### src/verilog/srs_consts.svh
`ifndef SRS_CONSTS_SVH
`define SRS_CONSTS_SVH

// ****************************************************************
// command and pattern values
// ****************************************************************
`define SRS_SW_RESET_CMD 8'hA1
`define SRS_PATTERN 24'h06D926
`define SRS_PATTERN_W 24
`define SRS_CMD_W 8
`define SRS_BIT_CNT_W 3
`define SRS_BIT_LAST 3'h7

// ****************************************************************
// setup configuration bits 3..1 and their reset default
// ****************************************************************
`define SRS_SETUP_CODE 3'h2
`define SRS_CFG_W 3
`define SRS_CFG_DEFAULT 3'h0
`define SRS_CMD_FLAG 7
`define SRS_CODE_MSB 6
`define SRS_CODE_LSB 4
`define SRS_CFG_MSB 3
`define SRS_CFG_LSB 1

// ****************************************************************
// reset pulse length: 200 ns least, 5 ns clock
// ****************************************************************
`define SRS_RESET_NS 200
`define SRS_CLK_NS 5
`define SRS_RESET_CYC ((`SRS_RESET_NS + `SRS_CLK_NS - 1) / `SRS_CLK_NS)
`define SRS_RST_CNT_W 6

`endif

### src/verilog/srs_pkg.sv
package srs_pkg;
    // command decoder state
    typedef enum logic [1:0] {
        SRS_IDLE,
        SRS_CMD,
        SRS_DATA
    } srs_state_e;
    // source of the last reset
    typedef enum logic [1:0] {
        SRS_SRC_POWER,
        SRS_SRC_SOFT,
        SRS_SRC_PATTERN
    } srs_src_e;
endpackage

### src/verilog/srs_reset_seq.sv
`timescale 1ns/1ps
`include "srs_consts.svh"

// Summary of operation
// - The byte 1010 0001 shifted over the serial port is decoded as a software reset.
// - A software reset returns every control byte setting to its default.
// - The software reset is decoded only by a command decoder that is in step.
// - Pattern detection runs apart from the decoder and the software reset; power-on reset and deselect clear it.
// - The 24-bit sequence 0x06D926 puts the device in its power-up default state.
// - The power-on reset puts the device in its default working condition.
// - Setup bits 3..1 written with code 010 go back to default after any reset.

// ****************************************************************
// serial reset sequencer
// ****************************************************************
module srs_reset_seq
    import srs_pkg::*;
(
    // clock and power-on reset
    input wire logic clock,
    input wire logic srst,
    // serial link, sampled synchronously
    input wire logic cs_n,
    input wire logic sclk_rise,
    input wire logic sdi,
    // configuration held by the block
    output logic [`SRS_CFG_W-1:0] cfg_bits,
    output logic [`SRS_CMD_W-1:0] last_cmd,
    // reset status
    output logic dev_reset,
    output srs_src_e reset_src
);
    logic [`SRS_CMD_W-1:0] shift_q;
    logic [`SRS_CMD_W-1:0] shift_d;
    logic [`SRS_BIT_CNT_W-1:0] bit_cnt_q;
    srs_state_e state_q;
    logic [`SRS_CFG_W-1:0] cfg_q;
    logic [`SRS_CMD_W-1:0] cmd_q;
    logic [`SRS_CMD_W-1:0] pending_q;
    logic [`SRS_RST_CNT_W-1:0] rst_cnt_q;
    srs_src_e src_q;
    logic byte_done;
    logic soft_hit;
    logic setup_hit;
    logic pat_hit;
    logic any_rst;
    logic rst_active;
    logic is_cmd;
    logic is_setup;

    // ****************************************************************
    // byte assembly and decode
    // ****************************************************************
    assign shift_d = {shift_q[`SRS_CMD_W-2:0], sdi};
    assign byte_done = !cs_n && sclk_rise && (bit_cnt_q == `SRS_BIT_LAST);
    // a decoder already mid-command treats the byte as data, so a
    // desynchronised decoder cannot be rescued by this command
    assign soft_hit = byte_done && (state_q == SRS_IDLE) &&
                      (shift_d == `SRS_SW_RESET_CMD);
    assign setup_hit = byte_done && (state_q == SRS_DATA) &&
                       (pending_q[`SRS_CODE_MSB:`SRS_CODE_LSB] == `SRS_SETUP_CODE);
    // a set top bit marks a command byte, code 010 among them is setup
    assign is_cmd = shift_d[`SRS_CMD_FLAG];
    assign is_setup = is_cmd && (shift_d[`SRS_CODE_MSB:`SRS_CODE_LSB] == `SRS_SETUP_CODE);
    assign rst_active = (rst_cnt_q != '0);
    assign any_rst = srst || soft_hit || pat_hit || rst_active;

    // independent pattern detector
    srs_pattern_det u_pat (
        .clock(clock),
        .srst(srst),
        .cs_n(cs_n),
        .bit_valid(sclk_rise),
        .bit_in(sdi),
        .match(pat_hit)
    );

    // ****************************************************************
    // command decoder
    // ****************************************************************
    // shift register and bit counter restart on every deselect
    always_ff @(posedge clock) begin
        if (srst || cs_n || pat_hit) begin
            shift_q <= '0;
            bit_cnt_q <= '0;
        end else if (sclk_rise) begin
            shift_q <= shift_d;
            bit_cnt_q <= bit_cnt_q + 1'b1;
        end
    end

    // state: a byte with bit 7 set is a command, setup takes one data byte
    always_ff @(posedge clock) begin
        if (srst || pat_hit || soft_hit) begin
            state_q <= SRS_IDLE;
            pending_q <= '0;
        end else if (byte_done) begin
            case (state_q)
                SRS_IDLE: begin
                    if (is_setup) begin
                        state_q <= SRS_DATA;
                        pending_q <= shift_d;
                    end else if (is_cmd) begin
                        state_q <= SRS_CMD;
                    end
                end
                SRS_CMD: state_q <= SRS_IDLE;
                SRS_DATA: state_q <= SRS_IDLE;
                default: state_q <= SRS_IDLE;
            endcase
        end
    end

    // ****************************************************************
    // configuration and reset pulse
    // ****************************************************************
    // all three sources return the settings to default
    always_ff @(posedge clock) begin
        if (any_rst) begin
            cfg_q <= `SRS_CFG_DEFAULT;
            cmd_q <= '0;
        end else if (setup_hit) begin
            cfg_q <= shift_d[`SRS_CFG_MSB:`SRS_CFG_LSB];
            cmd_q <= pending_q;
        end else if (byte_done && state_q == SRS_IDLE) begin
            cmd_q <= shift_d;
        end
    end

    // stretch each reset to at least 200 ns
    always_ff @(posedge clock) begin
        if (srst) begin
            rst_cnt_q <= `SRS_RST_CNT_W'(`SRS_RESET_CYC);
            src_q <= SRS_SRC_POWER;
        end else if (pat_hit) begin
            rst_cnt_q <= `SRS_RST_CNT_W'(`SRS_RESET_CYC);
            src_q <= SRS_SRC_PATTERN;
        end else if (soft_hit) begin
            rst_cnt_q <= `SRS_RST_CNT_W'(`SRS_RESET_CYC);
            src_q <= SRS_SRC_SOFT;
        end else if (rst_active) begin
            rst_cnt_q <= rst_cnt_q - 1'b1;
        end
    end

    assign cfg_bits = cfg_q;
    assign last_cmd = cmd_q;
    assign dev_reset = rst_active;
    assign reset_src = src_q;
endmodule

### src/verilog/srs_pattern_det.sv
`timescale 1ns/1ps
`include "srs_consts.svh"

// ****************************************************************
// pattern reset detector
// ****************************************************************
// shifts every sampled bit while chip select is low and flags a match;
// it has no tie to the command decoder and ignores all internal resets
// except the power-on one, so a lost decoder can never blind it
module srs_pattern_det
    import srs_pkg::*;
(
    // clock and power-on reset
    input wire logic clock,
    input wire logic srst,
    // serial sampling
    input wire logic cs_n,
    input wire logic bit_valid,
    input wire logic bit_in,
    // match
    output logic match
);
    logic [`SRS_PATTERN_W-1:0] hist_q;
    logic [`SRS_PATTERN_W-1:0] hist_d;
    logic hit;

    // history only grows while selected; deselect clears it
    assign hist_d = {hist_q[`SRS_PATTERN_W-2:0], bit_in};
    assign hit = !cs_n && bit_valid && (hist_d == `SRS_PATTERN);
    assign match = hit;

    // shift register, cleared only by its own reset and by deselect
    always_ff @(posedge clock) begin
        if (srst || cs_n) begin
            hist_q <= '0;
        end else if (bit_valid) begin
            hist_q <= hist_d;
        end
    end
endmodule

### config.mk
export PLATFORM = sky130hd
export DESIGN_NAME = srs_reset_seq
export DESIGN_NICKNAME = d
export VERILOG_FILES = /design/src/verilog/srs_pkg.sv /design/src/verilog/srs_reset_seq.sv /design/src/verilog/srs_pattern_det.sv
export VERILOG_INCLUDE_DIRS = /design/src /design/src/verilog
export SDC_FILE = /design/constraint.sdc
export NUM_CORES = 1
export LEC_CHECK = 0
export BUFFER_PORTS_ARGS = -buffer_cell sky130_fd_sc_hd__buf_2
export CORE_MARGIN = 5
export CORE_UTILIZATION = 35
export CTS_BUF_LIST = sky130_fd_sc_hd__clkbuf_4
export CTS_CLUSTER_DIAMETER = 200
export DETAILED_ROUTE_END_ITERATION = 7
export PLACE_DENSITY = 0.49
export SLEW_MARGIN = 20
export SYNTH_ARGS = -nofsm -noshare
export SYNTH_HDL_FRONTEND = slang
export SYNTH_SLANG_ARGS = --single-unit
### constraint.sdc
create_clock -name clock -period 3.66 [get_ports clock]
set_clock_uncertainty 0.1 [all_clocks]
set_input_delay 0 -clock clock [delete_from_list [all_inputs] [get_ports clock]]
set_output_delay 0 -clock clock [all_outputs]
set_load 0.01 [all_outputs]
==> flow_summary.json <==
{
  "timing.rr.end": "rst_cnt_q[3]$_SDFFE_PP1P_",
  "p_leak_nw": 1.17,
  "cts.clk_slew.worst_paths_ps": 90,
  "routedWlPerCell_um": 13.5,
  "relSlewSlack_pct": 56.0,
  "reg2reg_setup_slack_ps": 1740,
  "setup.worst_path.end_class": "flip-flop",
  "syn-cell-area_um2": 2590,
  "final_nets": 286,
  "grt_pass1_wl_um": 8660,
  "sequentialPowerShare_pct": 61.5,
  "switching_share_pct": 25.3,
  "crit_fanout": 13,
  "rsz0062_at_grt": "false",
  "period_share_pct": 52.4,
  "crit_path_start": "bit_cnt_q[0]$_SDFFE_PP0P_",
  "p_sw_mw": 0.289,
  "cts_resized": 0,
  "root_buffer": "clkbuf_4",
  "dieHeight_um": 96.1,
  "clk_path_buf_depth": 2,
  "clkPwrFrac_pct": 30.6,
  "synth_edf_count": 0,
  "synth-main-ff-cell": "dfxtp_1",
  "p_per_area_nw_per_um2": 398,
  "cts_tree": "done",
  "crit_end": "rst_cnt_q[3]$_SDFFE_PP1P_",
  "drv_slew": 0,
  "max_freq_mhz": 522,
  "io_pins": 19,
  "path_depth": 6,
  "yosysTopAreaCell": "dfxtp_1",
  "cts-htree-levels": 3,
  "rows": 31,
  "numCtsBuffers": 9,
  "synth_cell_type_count": 49,
  "yosysMostFrequentCell": "dfxtp_1",
  "place_inst": 362,
  "dp_hpwl_um": 3550,
  "critPathLaunchType": "flip-flop",
  "power.internal_mw": 0.851,
  "tightest_slew_ps": 659,
  "path_class": "flip-flop to flip-flop",
  "finalSetupViolations": 0,
  "cts.sinks": 62,
  "port_buffers": 18,
  "arrival_ps": 2110,
  "grt_usage_pct": 12.5,
  "synth_area_leaders": "dfxtp_1 48%, mux2i_1 15%, nor2_1 6.7%",
  "crit_path_frequent_cell": "ha_1",
  "dpl_cell_area_um2": 2750,
  "ant_nets": 0,
  "drc": 0,
  "ir_drop_mv": 0.137,
  "grt_max_degree": 32,
  "ctsHoldBuffers": 3,
  "maxCapViolations": 0,
  "start_util_pct": 35.9,
  "hold_depth": 4,
  "postCtsSetupRepairBufs": 0,
  "drt_iter0_drc": 73,
  "die_w_um": 96.1,
  "postLayoutCoreUtil_pct": 39.7,
  "final_cell_area_um2": 2860,
  "crit_family": "compound AO/OA/AOI/OAI gates",
  "max_stage_delay_ps": 330,
  "core_um2": 7210,
  "ys_top_cells_by_count": "62 x dfxtp_1, 46 x nor2_1, 39 x mux2i_1",
  "antennaDiodeCount": 0,
  "synth_top_area_share_pct": 47.9,
  "period_minus_slack_ps": 1920,
  "gp_congestion": 0.703,
  "ys_ff_latch": 62,
  "grt_pass1_vias": 1763,
  "antenna_found_initial": 0,
  "first_pass_iters": 4,
  "fin_setup_tns_ps": 0,
  "ys_seq_area_share_pct": 47.9,
  "pwr-share-comb_pct": 7.9,
  "fin_hold_ws_ps": 59.8,
  "hold_viol": 0,
  "reg2reg_depth": 6,
  "worstPathRequired_ps": 3860,
  "syn_avg_cell_area_um2": 10.2,
  "overflow": 0,
  "fin_cells": 378,
  "viasPerCell": 4.79,
  "crit_chain": "ha_1 -> ha_1 -> and3b_2 -> nand4_2 -> o211ai_2 -> a21o_2",
  "hold_class": "input port to flip-flop",
  "status": "finished clean",
  "dieArea_um2": 9230,
  "crit_buf_inv": 0,
  "drive_gt1_share_pct": 19.7,
  "r2r-start": "bit_cnt_q[0]$_SDFFE_PP0P_",
  "routed-via-count": 1811,
  "insertion_delay_ps": 400,
  "drt-total-wl_um": 5120,
  "synthCells": 255,
  "ys_warn_count": 0,
  "area_delta_synth_final_pct": 10.4,
  "crit_slowest_cell": "dfxtp_1",
  "async_flop_share_pct": 0,
  "synth.net_count": 264
}
==> cells in the final DEF (no fill, tap or decap), types with 2 or more instances in the layout <==
master and instances:
o21ai_0 2, nand3_1 3, nor2_1 46, nand3_2 2, and4bb_2 3, o2bb2ai_1 3
clkbuf_4 9, clkinv_1 2, a21o_2 2, xor2_1 2, nand4_2 2, xnor2_1 3
nand2_1 11, nor3_1 11, a21oi_2 2, nand2_2 2, buf_2 18, ha_1 4
dlygate4sd3_1 3, nor4_1 2, a21oi_1 6, nand2b_1 2, a22oi_1 2, o22ai_1 3
dfxtp_1 62, nor4b_2 2, inv_1 7, mux2i_1 39, clkinv_2 2
==> power groups by stage <==
stage	clock (mW)	combinational (mW)	sequential, mW
global route	0.403	0.102	0.704
floorplan	0	0.0756	0.714
global placement	0	0.0884	0.717
CTS	0.367	0.0913	0.701
detailed placement	0	0.0880	0.717
finish	0.349	0.0897	0.701
==> through the flow <==
stage                     power, mW  setup WS [ps]
final                          1.14           1740
after global routing           1.21           1560
after CTS                      1.16           1720
after detailed placement      0.805           1730
after global placement        0.805           1740
after floorplan               0.790           2040
==> sequential cells by signal, summed over array words and instances, names as in the netlist <==
signal        flops
u_pat.hist_q     23
last_cmd          8
pending_q         8
shift_q           7
rst_cnt_q         6
bit_cnt_q         3
cfg_bits          3
reset_src         2
state_q           2
==> cells by family (layout without fill, tap and decap cells) <==
group | count (synthesis) | count (layout) | share of synthesized area [%]
AO/OA/AOI/OAI | 28 | 28 | 8.25
XOR/XNOR | 5 | 5 | 1.69
adder cells (fa/ha/maj) | 4 | 4 | 1.93
buffers and inverters | 18 | 42 | 3.57
flip-flops | 62 | 62 | 47.9
multiplexers | 39 | 39 | 15.1
AND/OR/NAND/NOR | 99 | 99 | 21.6
==> worst register-to-register path, cell delays in order (launching register included) <==
cell	delay, ps
dfxtp_1	330
ha_1	190
ha_1	200
and3b_2	240
nand4_2	150
o211ai_2	310
a21o_2	290
==> routing by layer <==
layer	part of all wire (%)	vias to the layer above	global-route usage, %
li1	-	941	-
met5	0	-	0
met4	1.4	0	6.28
met1	51	839	16.7
met2	45	23	17.6
met3	3.5	8	4.30
==> layout make-up <==
cell class	count	area [um^2]
clock buffer	9	67.6
clock inverter	4	17.5
fill	760	4350
inverter	7	26.3
multi-input combinational	175	1260
sequential	62	1240
tap	99	124
timing repair buffer	22	128
==> how the worst min path moves through the flow <==
stage	startpoint	end
global placement	srst	reset_src[1]$_SDFFE_PP0P_
floorplan	srst	reset_src[1]$_SDFFE_PP0P_
CTS	cs_n	state_q[0]$_SDFFE_PP0P_
global route	cs_n	state_q[0]$_SDFFE_PP0P_
detailed placement	srst	reset_src[1]$_SDFFE_PP0P_
finish	cs_n	state_q[0]$_SDFFE_PP0P_
Note: power is estimated with default switching activity, not from simulation.
